`src/fae_pkg.sv`:
```
package fae_pkg;
    localparam int THERM_W = 255;
    localparam int WORD_W = 8;
    localparam int MSB_POS = 7;
    localparam logic [7:0] WORD_RST = 8'h00;
    localparam logic [7:0] LOW_MASK = 8'h7F;
    localparam logic [7:0] TOP_MASK = 8'h80;
    localparam logic [7:0] FULL_CODE = 8'hFF;
    localparam logic [THERM_W-1:0] THERM_RST = '0;
endpackage

```
`src/fae_output_encoder.sv`:
```
`timescale 1ns/1ps
// Functional notes
// - compare input to 255 thresholds, thermometer vector
// - thresholds below input asserted, above deasserted
// - every conversion yields one 8-bit word
// - coding follows selected format controls
// - four codings: binary/offset, true/inverted
// - output register holds word between updates
// - one convert clock drives all stages
// - in-range input spans codes 0 to 255
// - out-of-range input saturates, never wraps
// - latch, encode, load: sample N after edge N+3
// - active-low static controls: top bit, low seven
// - both controls high: top reference gives zero
module fae_output_encoder (
    input wire logic clk,
    input wire logic rst,
    input wire logic ce,
    input wire logic [fae_pkg::THERM_W-1:0] comparator_in,
    input wire logic top_bit_invert_n,
    input wire logic low_bits_invert_n,
    output logic [fae_pkg::WORD_W-1:0] sample_word_ff,
    output logic sample_valid_ff
);
    // comparator outputs are asynchronous to clk: two-stage latch
    logic [fae_pkg::THERM_W-1:0] therm_meta_ff;
    logic [fae_pkg::THERM_W-1:0] therm_ff;
    logic [1:0] top_sync_ff;
    logic [1:0] low_sync_ff;
    logic [fae_pkg::WORD_W-1:0] count;
    logic [fae_pkg::WORD_W-1:0] nxt_sample_word;
    logic [1:0] valid_pipe_ff;

    always_ff @(posedge clk or posedge rst) begin
        if (rst) begin
            therm_meta_ff <= fae_pkg::THERM_RST;
            therm_ff <= fae_pkg::THERM_RST;
        end else if (ce) begin
            therm_meta_ff <= comparator_in;
            therm_ff <= therm_meta_ff;
        end
    end

    always_ff @(posedge clk or posedge rst) begin
        if (rst) begin
            top_sync_ff <= 2'h3;
            low_sync_ff <= 2'h3;
        end else if (ce) begin
            top_sync_ff <= {top_sync_ff[0], top_bit_invert_n};
            low_sync_ff <= {low_sync_ff[0], low_bits_invert_n};
        end
    end

    fae_therm_count u_count (
        .clk(clk),
        .rst(rst),
        .ce(ce),
        .therm(therm_ff),
        .count_ff(count)
    );

    // count rises with voltage; true binary counts down, count of 255 is 0
    always_comb begin
        nxt_sample_word = fae_pkg::FULL_CODE - count;
        if (!top_sync_ff[1]) begin
            nxt_sample_word = nxt_sample_word ^ fae_pkg::TOP_MASK;
        end
        if (!low_sync_ff[1]) begin
            nxt_sample_word = nxt_sample_word ^ fae_pkg::LOW_MASK;
        end
    end

    always_ff @(posedge clk or posedge rst) begin
        if (rst) begin
            sample_word_ff <= fae_pkg::WORD_RST;
        end else if (ce) begin
            sample_word_ff <= nxt_sample_word;
        end
    end

    always_ff @(posedge clk or posedge rst) begin
        if (rst) begin
            valid_pipe_ff <= 2'h0;
            sample_valid_ff <= 1'b0;
        end else if (ce) begin
            valid_pipe_ff <= {valid_pipe_ff[0], 1'b1};
            sample_valid_ff <= valid_pipe_ff[1];
        end
    end

    logic [fae_pkg::WORD_W-1:0] true_ref;
    assign true_ref = fae_pkg::FULL_CODE - count;

    property p_hold;
        @(posedge clk) disable iff (rst) !ce |=> $stable(sample_word_ff);
    endproperty
    word_hold_a: assert property (p_hold) else $error("word changed while frozen");

    fmt_true_a: assert property (@(posedge clk) disable iff (rst)
        ce && top_sync_ff[1] && low_sync_ff[1] |=> sample_word_ff == $past(true_ref))
        else $error("true binary code wrong");
    fmt_both_a: assert property (@(posedge clk) disable iff (rst)
        ce && !top_sync_ff[1] && !low_sync_ff[1] |=> sample_word_ff == ~$past(true_ref))
        else $error("inverted binary code wrong");
    fmt_top_a: assert property (@(posedge clk) disable iff (rst)
        ce && !top_sync_ff[1] && low_sync_ff[1]
        |=> sample_word_ff == ($past(true_ref) ^ fae_pkg::TOP_MASK))
        else $error("top bit invert wrong");
    fmt_low_a: assert property (@(posedge clk) disable iff (rst)
        ce && top_sync_ff[1] && !low_sync_ff[1]
        |=> sample_word_ff == ($past(true_ref) ^ fae_pkg::LOW_MASK))
        else $error("low bits invert wrong");
    sat_full_a: assert property (@(posedge clk) disable iff (rst)
        ce && (&therm_ff) && top_sync_ff[1] && low_sync_ff[1] && $stable(top_sync_ff)
        && $stable(low_sync_ff) ##1 ce && top_sync_ff[1] && low_sync_ff[1]
        |=> sample_word_ff == 8'h00)
        else $error("top saturation wrong");
    sat_zero_a: assert property (@(posedge clk) disable iff (rst)
        ce && therm_ff == fae_pkg::THERM_RST && top_sync_ff[1] && low_sync_ff[1]
        && $stable(top_sync_ff) && $stable(low_sync_ff) ##1 ce && top_sync_ff[1] && low_sync_ff[1]
        |=> sample_word_ff == 8'hFF)
        else $error("bottom saturation wrong");
    lat_pipe_a: assert property (@(posedge clk) disable iff (rst)
        ce |=> count == $past(count_ones(therm_ff)))
        else $error("count latency wrong");

    // reference helpers for the checks above and below; not part of the datapath
    function automatic logic [fae_pkg::WORD_W-1:0] count_ones(
        input logic [fae_pkg::THERM_W-1:0] v
    );
        logic [fae_pkg::WORD_W-1:0] acc;
        acc = 8'h00;
        for (int i = 0; i < fae_pkg::THERM_W; i++) begin
            acc = acc + {7'h00, v[i]};
        end
        return acc;
    endfunction

    // applies the two active-low inversions to a true binary word
    function automatic logic [fae_pkg::WORD_W-1:0] apply_format(
        input logic [fae_pkg::WORD_W-1:0] word,
        input logic top_n,
        input logic low_n
    );
        logic [fae_pkg::WORD_W-1:0] res;
        res = word;
        if (!top_n) begin
            res = res ^ fae_pkg::TOP_MASK;
        end
        if (!low_n) begin
            res = res ^ fae_pkg::LOW_MASK;
        end
        return res;
    endfunction

    // counts enabled edges since reset, saturating once the pipeline is full
    logic [1:0] fill_cnt_ff;

    always_ff @(posedge clk or posedge rst) begin
        if (rst) begin
            fill_cnt_ff <= 2'h0;
        end else if (ce && fill_cnt_ff != 2'h3) begin
            fill_cnt_ff <= fill_cnt_ff + 2'h1;
        end
    end

    // first latch stage must follow the comparator pins on every enabled edge
    meta_take_a: assert property (@(posedge clk) disable iff (rst)
        ce |=> therm_meta_ff == $past(comparator_in))
        else $error("comparator latch wrong");

    therm_pipe_a: assert property (@(posedge clk) disable iff (rst)
        ce |=> therm_ff == $past(therm_meta_ff))
        else $error("thermometer stage wrong");

    sync_pipe_a: assert property (@(posedge clk) disable iff (rst)
        ce |=> top_sync_ff[1] == $past(top_sync_ff[0])
        && low_sync_ff[1] == $past(low_sync_ff[0]))
        else $error("format sync wrong");

    // a low enable must freeze every stage, not only the output word
    freeze_all_a: assert property (@(posedge clk) disable iff (rst)
        !ce |=> $stable(therm_ff) && $stable(count) && $stable(top_sync_ff)
        && $stable(low_sync_ff) && $stable(sample_valid_ff))
        else $error("stage moved while frozen");

    fmt_any_a: assert property (@(posedge clk) disable iff (rst)
        ce |=> sample_word_ff
        == apply_format($past(true_ref), $past(top_sync_ff[1]), $past(low_sync_ff[1])))
        else $error("format coding wrong");

    // valid rises after three enabled edges and never drops until reset
    valid_fill_a: assert property (@(posedge clk) disable iff (rst)
        sample_valid_ff == (fill_cnt_ff == 2'h3))
        else $error("valid timing wrong");

    valid_stay_a: assert property (@(posedge clk) disable iff (rst)
        sample_valid_ff |=> sample_valid_ff)
        else $error("valid dropped");

    // mid scale: offset codes cross zero where binary reads 80
    mid_offset_a: assert property (@(posedge clk) disable iff (rst)
        ce && count == 8'h7F && !top_sync_ff[1] && low_sync_ff[1]
        |=> sample_word_ff == 8'h00)
        else $error("offset true mid code wrong");

    mid_offinv_a: assert property (@(posedge clk) disable iff (rst)
        ce && count == 8'h7F && top_sync_ff[1] && !low_sync_ff[1]
        |=> sample_word_ff == 8'hFF)
        else $error("offset inverted mid code wrong");

    // the word is a function of the count alone, so bubbles cost one step
    count_word_a: assert property (@(posedge clk) disable iff (rst)
        ce && top_sync_ff[1] && low_sync_ff[1]
        |=> sample_word_ff == fae_pkg::FULL_CODE - $past(count))
        else $error("word not from count");
endmodule

```
`src/fae_therm_count.sv`:
```
`timescale 1ns/1ps
// population count of the latched comparator vector, result registered
module fae_therm_count (
    input wire logic clk,
    input wire logic rst,
    input wire logic ce,
    input wire logic [fae_pkg::THERM_W-1:0] therm,
    output logic [fae_pkg::WORD_W-1:0] count_ff
);
    function automatic logic [7:0] pop_count(input logic [fae_pkg::THERM_W-1:0] v);
        logic [7:0] acc;
        acc = 8'h00;
        for (int i = 0; i < fae_pkg::THERM_W; i++) begin
            acc = acc + {7'h00, v[i]};
        end
        return acc;
    endfunction

    always_ff @(posedge clk or posedge rst) begin
        if (rst) begin
            count_ff <= fae_pkg::WORD_RST;
        end else if (ce) begin
            count_ff <= pop_count(therm);
        end
    end
endmodule

```
`config.mk`:
```
export PLATFORM = sky130hd
export DESIGN_NAME = fae_output_encoder
export DESIGN_NICKNAME = d
export VERILOG_FILES = /design/src/fae_pkg.sv /design/src/fae_output_encoder.sv /design/src/fae_therm_count.sv
export SDC_FILE = /design/constraint.sdc
export NUM_CORES = 1
export LEC_CHECK = 0
export BUFFER_PORTS_ARGS = -buffer_cell sky130_fd_sc_hd__buf_2
export CAP_MARGIN = 25
export CORE_MARGIN = 1.5
export CORE_UTILIZATION = 40
export DETAILED_ROUTE_END_ITERATION = 10
export PLACE_DENSITY = 0.67
export SKIP_LAST_GASP = 1
export SLEW_MARGIN = 20
export SYNTH_ARGS = -nofsm -noshare
export SYNTH_HDL_FRONTEND = slang
export SYNTH_SLANG_ARGS = --single-unit
```
`constraint.sdc`:
```
create_clock -name clk -period 17.9 [get_ports clk]
set_clock_uncertainty 0.05 [all_clocks]
set_input_delay 0 -clock clk [delete_from_list [all_inputs] [get_ports clk]]
set_output_delay 0 -clock clk [all_outputs]
set_load 0.03 [all_outputs]
```
### Yosys cells after proc, flatten, opt, wreduce, memory -nomap -nowiden

Index checks and enable logic that the tools add are counted.

* register bits after elaboration: 533
* input bits: 260
* output and inout bits: 9
* word-level logic and storage cells: 267

* add/sub/neg operators: 255
* multiplexer cells: 2
* bitwise gates (word level): 2

Operators by type and width (number)
* 8-bit by 1-bit adder with 8-bit output: 253
* 8-bit 2-to-1 mux: 1
* 8-bit subtractor (first input constant): 1
* 7-bit 2-to-1 mux: 1
* 7-bit NOT: 1
* 1-bit by 1-bit adder with 2-bit output: 1
* 1-bit NOT: 1

### Longest topological paths before layout

* word-level depth: 254
* gate-level depth with buffers: 28
* mapped depth without buffers: 28

### Modules after synthesis

From an unflattened synthesis, not the netlist that was laid out.

* cell total of the unflattened synthesis: 1822
* area, all modules: 26804.5 µm²

Modules (own cells, without submodules)
* fae_output_encoder: instances 1, cells an instance 1127, area each 19656.4 µm², sequential area each 13142.6 µm²
* fae_therm_count: instances 1, cells an instance 695, area each 7148.1 µm², sequential area each 200.2 µm²

### Worst setup path after synthesis

OpenSTA, ideal clock, no wires.

* path kind: reg2reg
* start point: reg therm_ff[150] in the netlist's numbering
* end point: reg u_count.count_ff[6] in the netlist's numbering
* library setup time: 126 ps
* arrival: 7282 ps
* required time: 17724 ps
* slack: 10441 ps
* cell stages (with the launch flop): 27
* buffers on the path: 0
* period minus slack after synthesis: 7459 ps
* cell sequence: dfrtp_1 fa_1 inv_1 fa_1 inv_1 fa_1 fa_1 inv_1 fa_1 inv_1 fa_1 inv_1 fa_1 inv_1 fa_1 fa_1 fa_1 inv_1 fa_1 inv_1 ha_1 inv_1 fa_1 nor2b_4 o31ai_2 nor4b_1 a311o_1

* cells in the longest elaborated chain, start to end: 105

RTL lines
* start, declared: RTL line fae_output_encoder.sv:27 `logic [fae_pkg::THERM_W-1:0] therm_ff;`
* start signal, assigned: RTL line fae_output_encoder.sv:37 `therm_ff <= fae_pkg::THERM_RST;`
* start signal, assigned: RTL line fae_output_encoder.sv:40 `therm_ff <= therm_meta_ff;`
* 8-bit by 1-bit adder with 8-bit output (105 in series): RTL line fae_therm_count.sv:14 `acc = acc + {7'h00, v[i]};`
* end signal, assigned: RTL line fae_therm_count.sv:21 `count_ff <= fae_pkg::WORD_RST;`
* end signal, assigned: RTL line fae_therm_count.sv:23 `count_ff <= pop_count(therm);`
* end, declared: RTL line fae_therm_count.sv:8 `output logic [fae_pkg::WORD_W-1:0] count_ff`

Every way passes these cells.
A chain may end at the register's enable or synchronous reset.

### Worst setup path in the final report

* start point: reg therm_ff[132] in the netlist's numbering
* end point: reg u_count.count_ff[6] in the netlist's numbering

* cells in the longest elaborated chain, start to end: 123

RTL lines (RTL line)
* 8-bit by 1-bit adder with 8-bit output (123 in series): fae_therm_count.sv:14

Every way passes these cells.

==> impl_metrics.json <==
{
  "worst_path_max_delay_cell": "fa_1",
  "place.port_buffers": 268,
  "cap_violations": 0,
  "die_w_um": 264,
  "ys_ff_latch": 533,
  "dp.cells": 2983,
  "yosys.area.top_type": "dfrtp_1",
  "finalCritPeriodShare_pct": 44.2,
  "min_path_type": "input port to flip-flop",
  "critical_path.top_delay_family": "adder cells",
  "path_class": "flip-flop to flip-flop",
  "async_flop_share_pct": 100,
  "cp-start-kind": "flip-flop",
  "cts_hold_buffers": 286,
  "num_vias": 15500,
  "vias_per_cell": 4.59,
  "layout_common_cells": "dfrtp_1, inv_1, dlygate4sd3_1, buf_2, fa_1",
  "max_freq_ghz": 0.126,
  "fp-row-count": 95,
  "root_buffer": "clkbuf_16",
  "drc": 0,
  "max_slew.worst_pin.slew_ns": 1.10,
  "initial_core_util_pct": 40.5,
  "antenna_found_initial": 9,
  "rsz0062_at_grt": "false",
  "max_slew_margin_pct": 26.8,
  "slew_violations": 0,
  "routed_wl_um": 59100,
  "cp-end-kind": "flip-flop",
  "cts_sinks": 533,
  "firstDrtPassIters": 4,
  "hpwl_um": 41300,
  "finish.utilization_pct": 50.9,
  "crit_buf_inv": 9,
  "syn_area_per_cell_sq_um": 14.3,
  "cts_tree": "done",
  "synth-edff-count": 0,
  "area_growth_pct": 25.8,
  "netlist_instances": 1904,
  "clk_pin_slew_ns": 0.06,
  "mostFrequentLayoutCell": "dfrtp_1",
  "status": "finished clean",
  "period_minus_slack_ns": 7.91,
  "design.portCount": 269,
  "first_iter_violations": 757,
  "postRouteAntennaNets": 0,
  "syn_nets": 2444,
  "ys_warn_count": 0,
  "yosys-top-cells-area": "dfrtp_1, fa_1, mux2_4",
  "clock_latency_ns": 0.61,
  "grt_usage_pct": 17.5,
  "yosys_most_used_dff": "dfrtp_1",
  "place_congestion": 0.790,
  "finalSetupTns_ns": 0,
  "critPathMaxStageDelay_ns": 0.56,
  "cts.path.max_buffers": 3,
  "cp_max_fo": 3,
  "grt_pass1_wl_um": 96500,
  "cp_common_cell": "fa_1",
  "final_net_count": 3002,
  "wl_per_cell_um": 17.5,
  "ys_types": 38,
  "syn_area_sq_um": 27300,
  "cts_buffers": 60,
  "fin_cells": 3384,
  "coreArea_sq_um": 67400,
  "post-cts-setup-buffer-count": 0,
  "first_global_vias": 17800,
  "critical_path_arrival_ns": 8.35,
  "drive_above_1_share_pct": 32.4,
  "fp.dieH_um": 264,
  "overflow": 0,
  "timing_hold_violations_final": 0,
  "crit_required_ns": 18.34,
  "cts_resized": 0,
  "whs_ns": 0.106,
  "netlist.area_leader.share_pct": 48.5,
  "grt_max_degree": 185,
  "setup_viol": 0,
  "ys_seq_area_share_pct": 48.9,
  "h-tree-depth": 2,
  "dieArea_sq_um": 69800
}
-- path summary, 6_finish.rpt --
kind,from,end,slack (ns),cells past startpoint
min in group asynchronous,rst,therm_meta_ff[62]$_DFFE_PP0P_,0.44,4
hold reg to reg,valid_pipe_ff[0]$_DFFE_PP0P_,valid_pipe_ff[0]$_DFFE_PP0P_,0.42,1
hold / removal,comparator_in[62],therm_meta_ff[62]$_DFFE_PP0P_,0.11,3
setup / recovery,therm_ff[132]$_DFFE_PP0P_,u_count.count_ff[6]$_DFFE_PP0P_,9.99,26
setup reg to reg,therm_ff[132]$_DFFE_PP0P_,u_count.count_ff[6]$_DFFE_PP0P_,9.99,26
max in group asynchronous,rst,therm_meta_ff[186]$_DFFE_PP0P_,14.52,7
-- cell type report --
type	instances	area [sq um]
clock inverters	19	243
inverters	341	1290
multi-input cells	957	12100
diodes	2	5.00
fillers	5582	33100
clock buffers	90	1810
repair buffers	569	4440
flip-flops and latches	533	13300
well taps	873	1090
-- per-stage QoR --
stage	setup WS, ns	instance area [sq um]
final	9.99	34300
after global routing	9.63	34300
after CTS	9.93	34200
after detailed placement	9.97	29300
after global placement	10.02	29300
after floorplan	2.96	27300
-- metal layers --
metal | GRT usage, % | up-vias | part of all wire [%] | routed length [um]
met5 | 0 | - | 0.15 | 86
met4 | 3.65 | 14 | 1.7 | 996
met3 | 3.20 | 80 | 3.9 | 2290
met2 | 30.4 | 245 | 51 | 29900
met1 | 23.0 | 8044 | 44 | 25800
li1 | - | 7150 | - | -
-- worst reg2reg max path, stage by stage, from the launching register on --
cell and delay [ns]:
dfrtp_1 0.40, fa_1 0.54, inv_1 0.06, fa_1 0.51, fa_1 0.51, inv_1 0.05
fa_1 0.49, inv_1 0.05, fa_1 0.48, inv_1 0.10, fa_1 0.56, inv_1 0.07
fa_1 0.48, inv_1 0.05, fa_1 0.52, fa_1 0.43, fa_1 0.49, inv_1 0.05
fa_1 0.44, inv_1 0.08, ha_1 0.19, inv_1 0.07, fa_1 0.44, nor2b_4 0.16
o31ai_2 0.08, nor4b_1 0.15, a311o_1 0.33
-- registers in the layout (all words and copies together) (netlist names) --
register / cells
therm_ff: 255
therm_meta_ff: 255
sample_word_ff: 8
u_count.count_ff: 8
low_sync_ff: 2
top_sync_ff: 2
valid_pipe_ff: 2
sample_valid_ff: 1
-- kinds of logic (layout without fill, tap and decap cells) --
family	after synthesis	after routing	share of synthesized area, %
AND/OR/NAND/NOR	120	120	1.84
AO/OA/AOI/OAI	119	119	2.37
other	0	2	0
buffers and inverters	414	1019	6.73
flip-flops	533	533	48.9
adder cells (fa/ha/maj)	280	280	19.5
multiplexers	428	428	20.4
XOR/XNOR	10	10	0.321
-- Yosys cell counts, types with 2 or more instances --
master,instances
xnor2_1,9
buf_2,19
nand4_1,2
nor2b_1,3
a211oi_1,2
nor2_1,8
inv_1,341
nor4b_1,3
o22ai_1,2
mux2_2,227
nand2b_1,3
mux2_4,200
clkbuf_1,10
o21ai_0,93
dfstp_2,4
dfrtp_1,529
o21bai_1,2
ha_1,39
fa_1,241
a311oi_1,2
nand2_1,97
buf_8,2
buf_6,21
buf_4,21
o311ai_1,2
a21oi_1,9
o21a_1,2
Power is not shown: default switching activity piles up to over one toggle a cycle in this logic, so the estimate is an artifact.
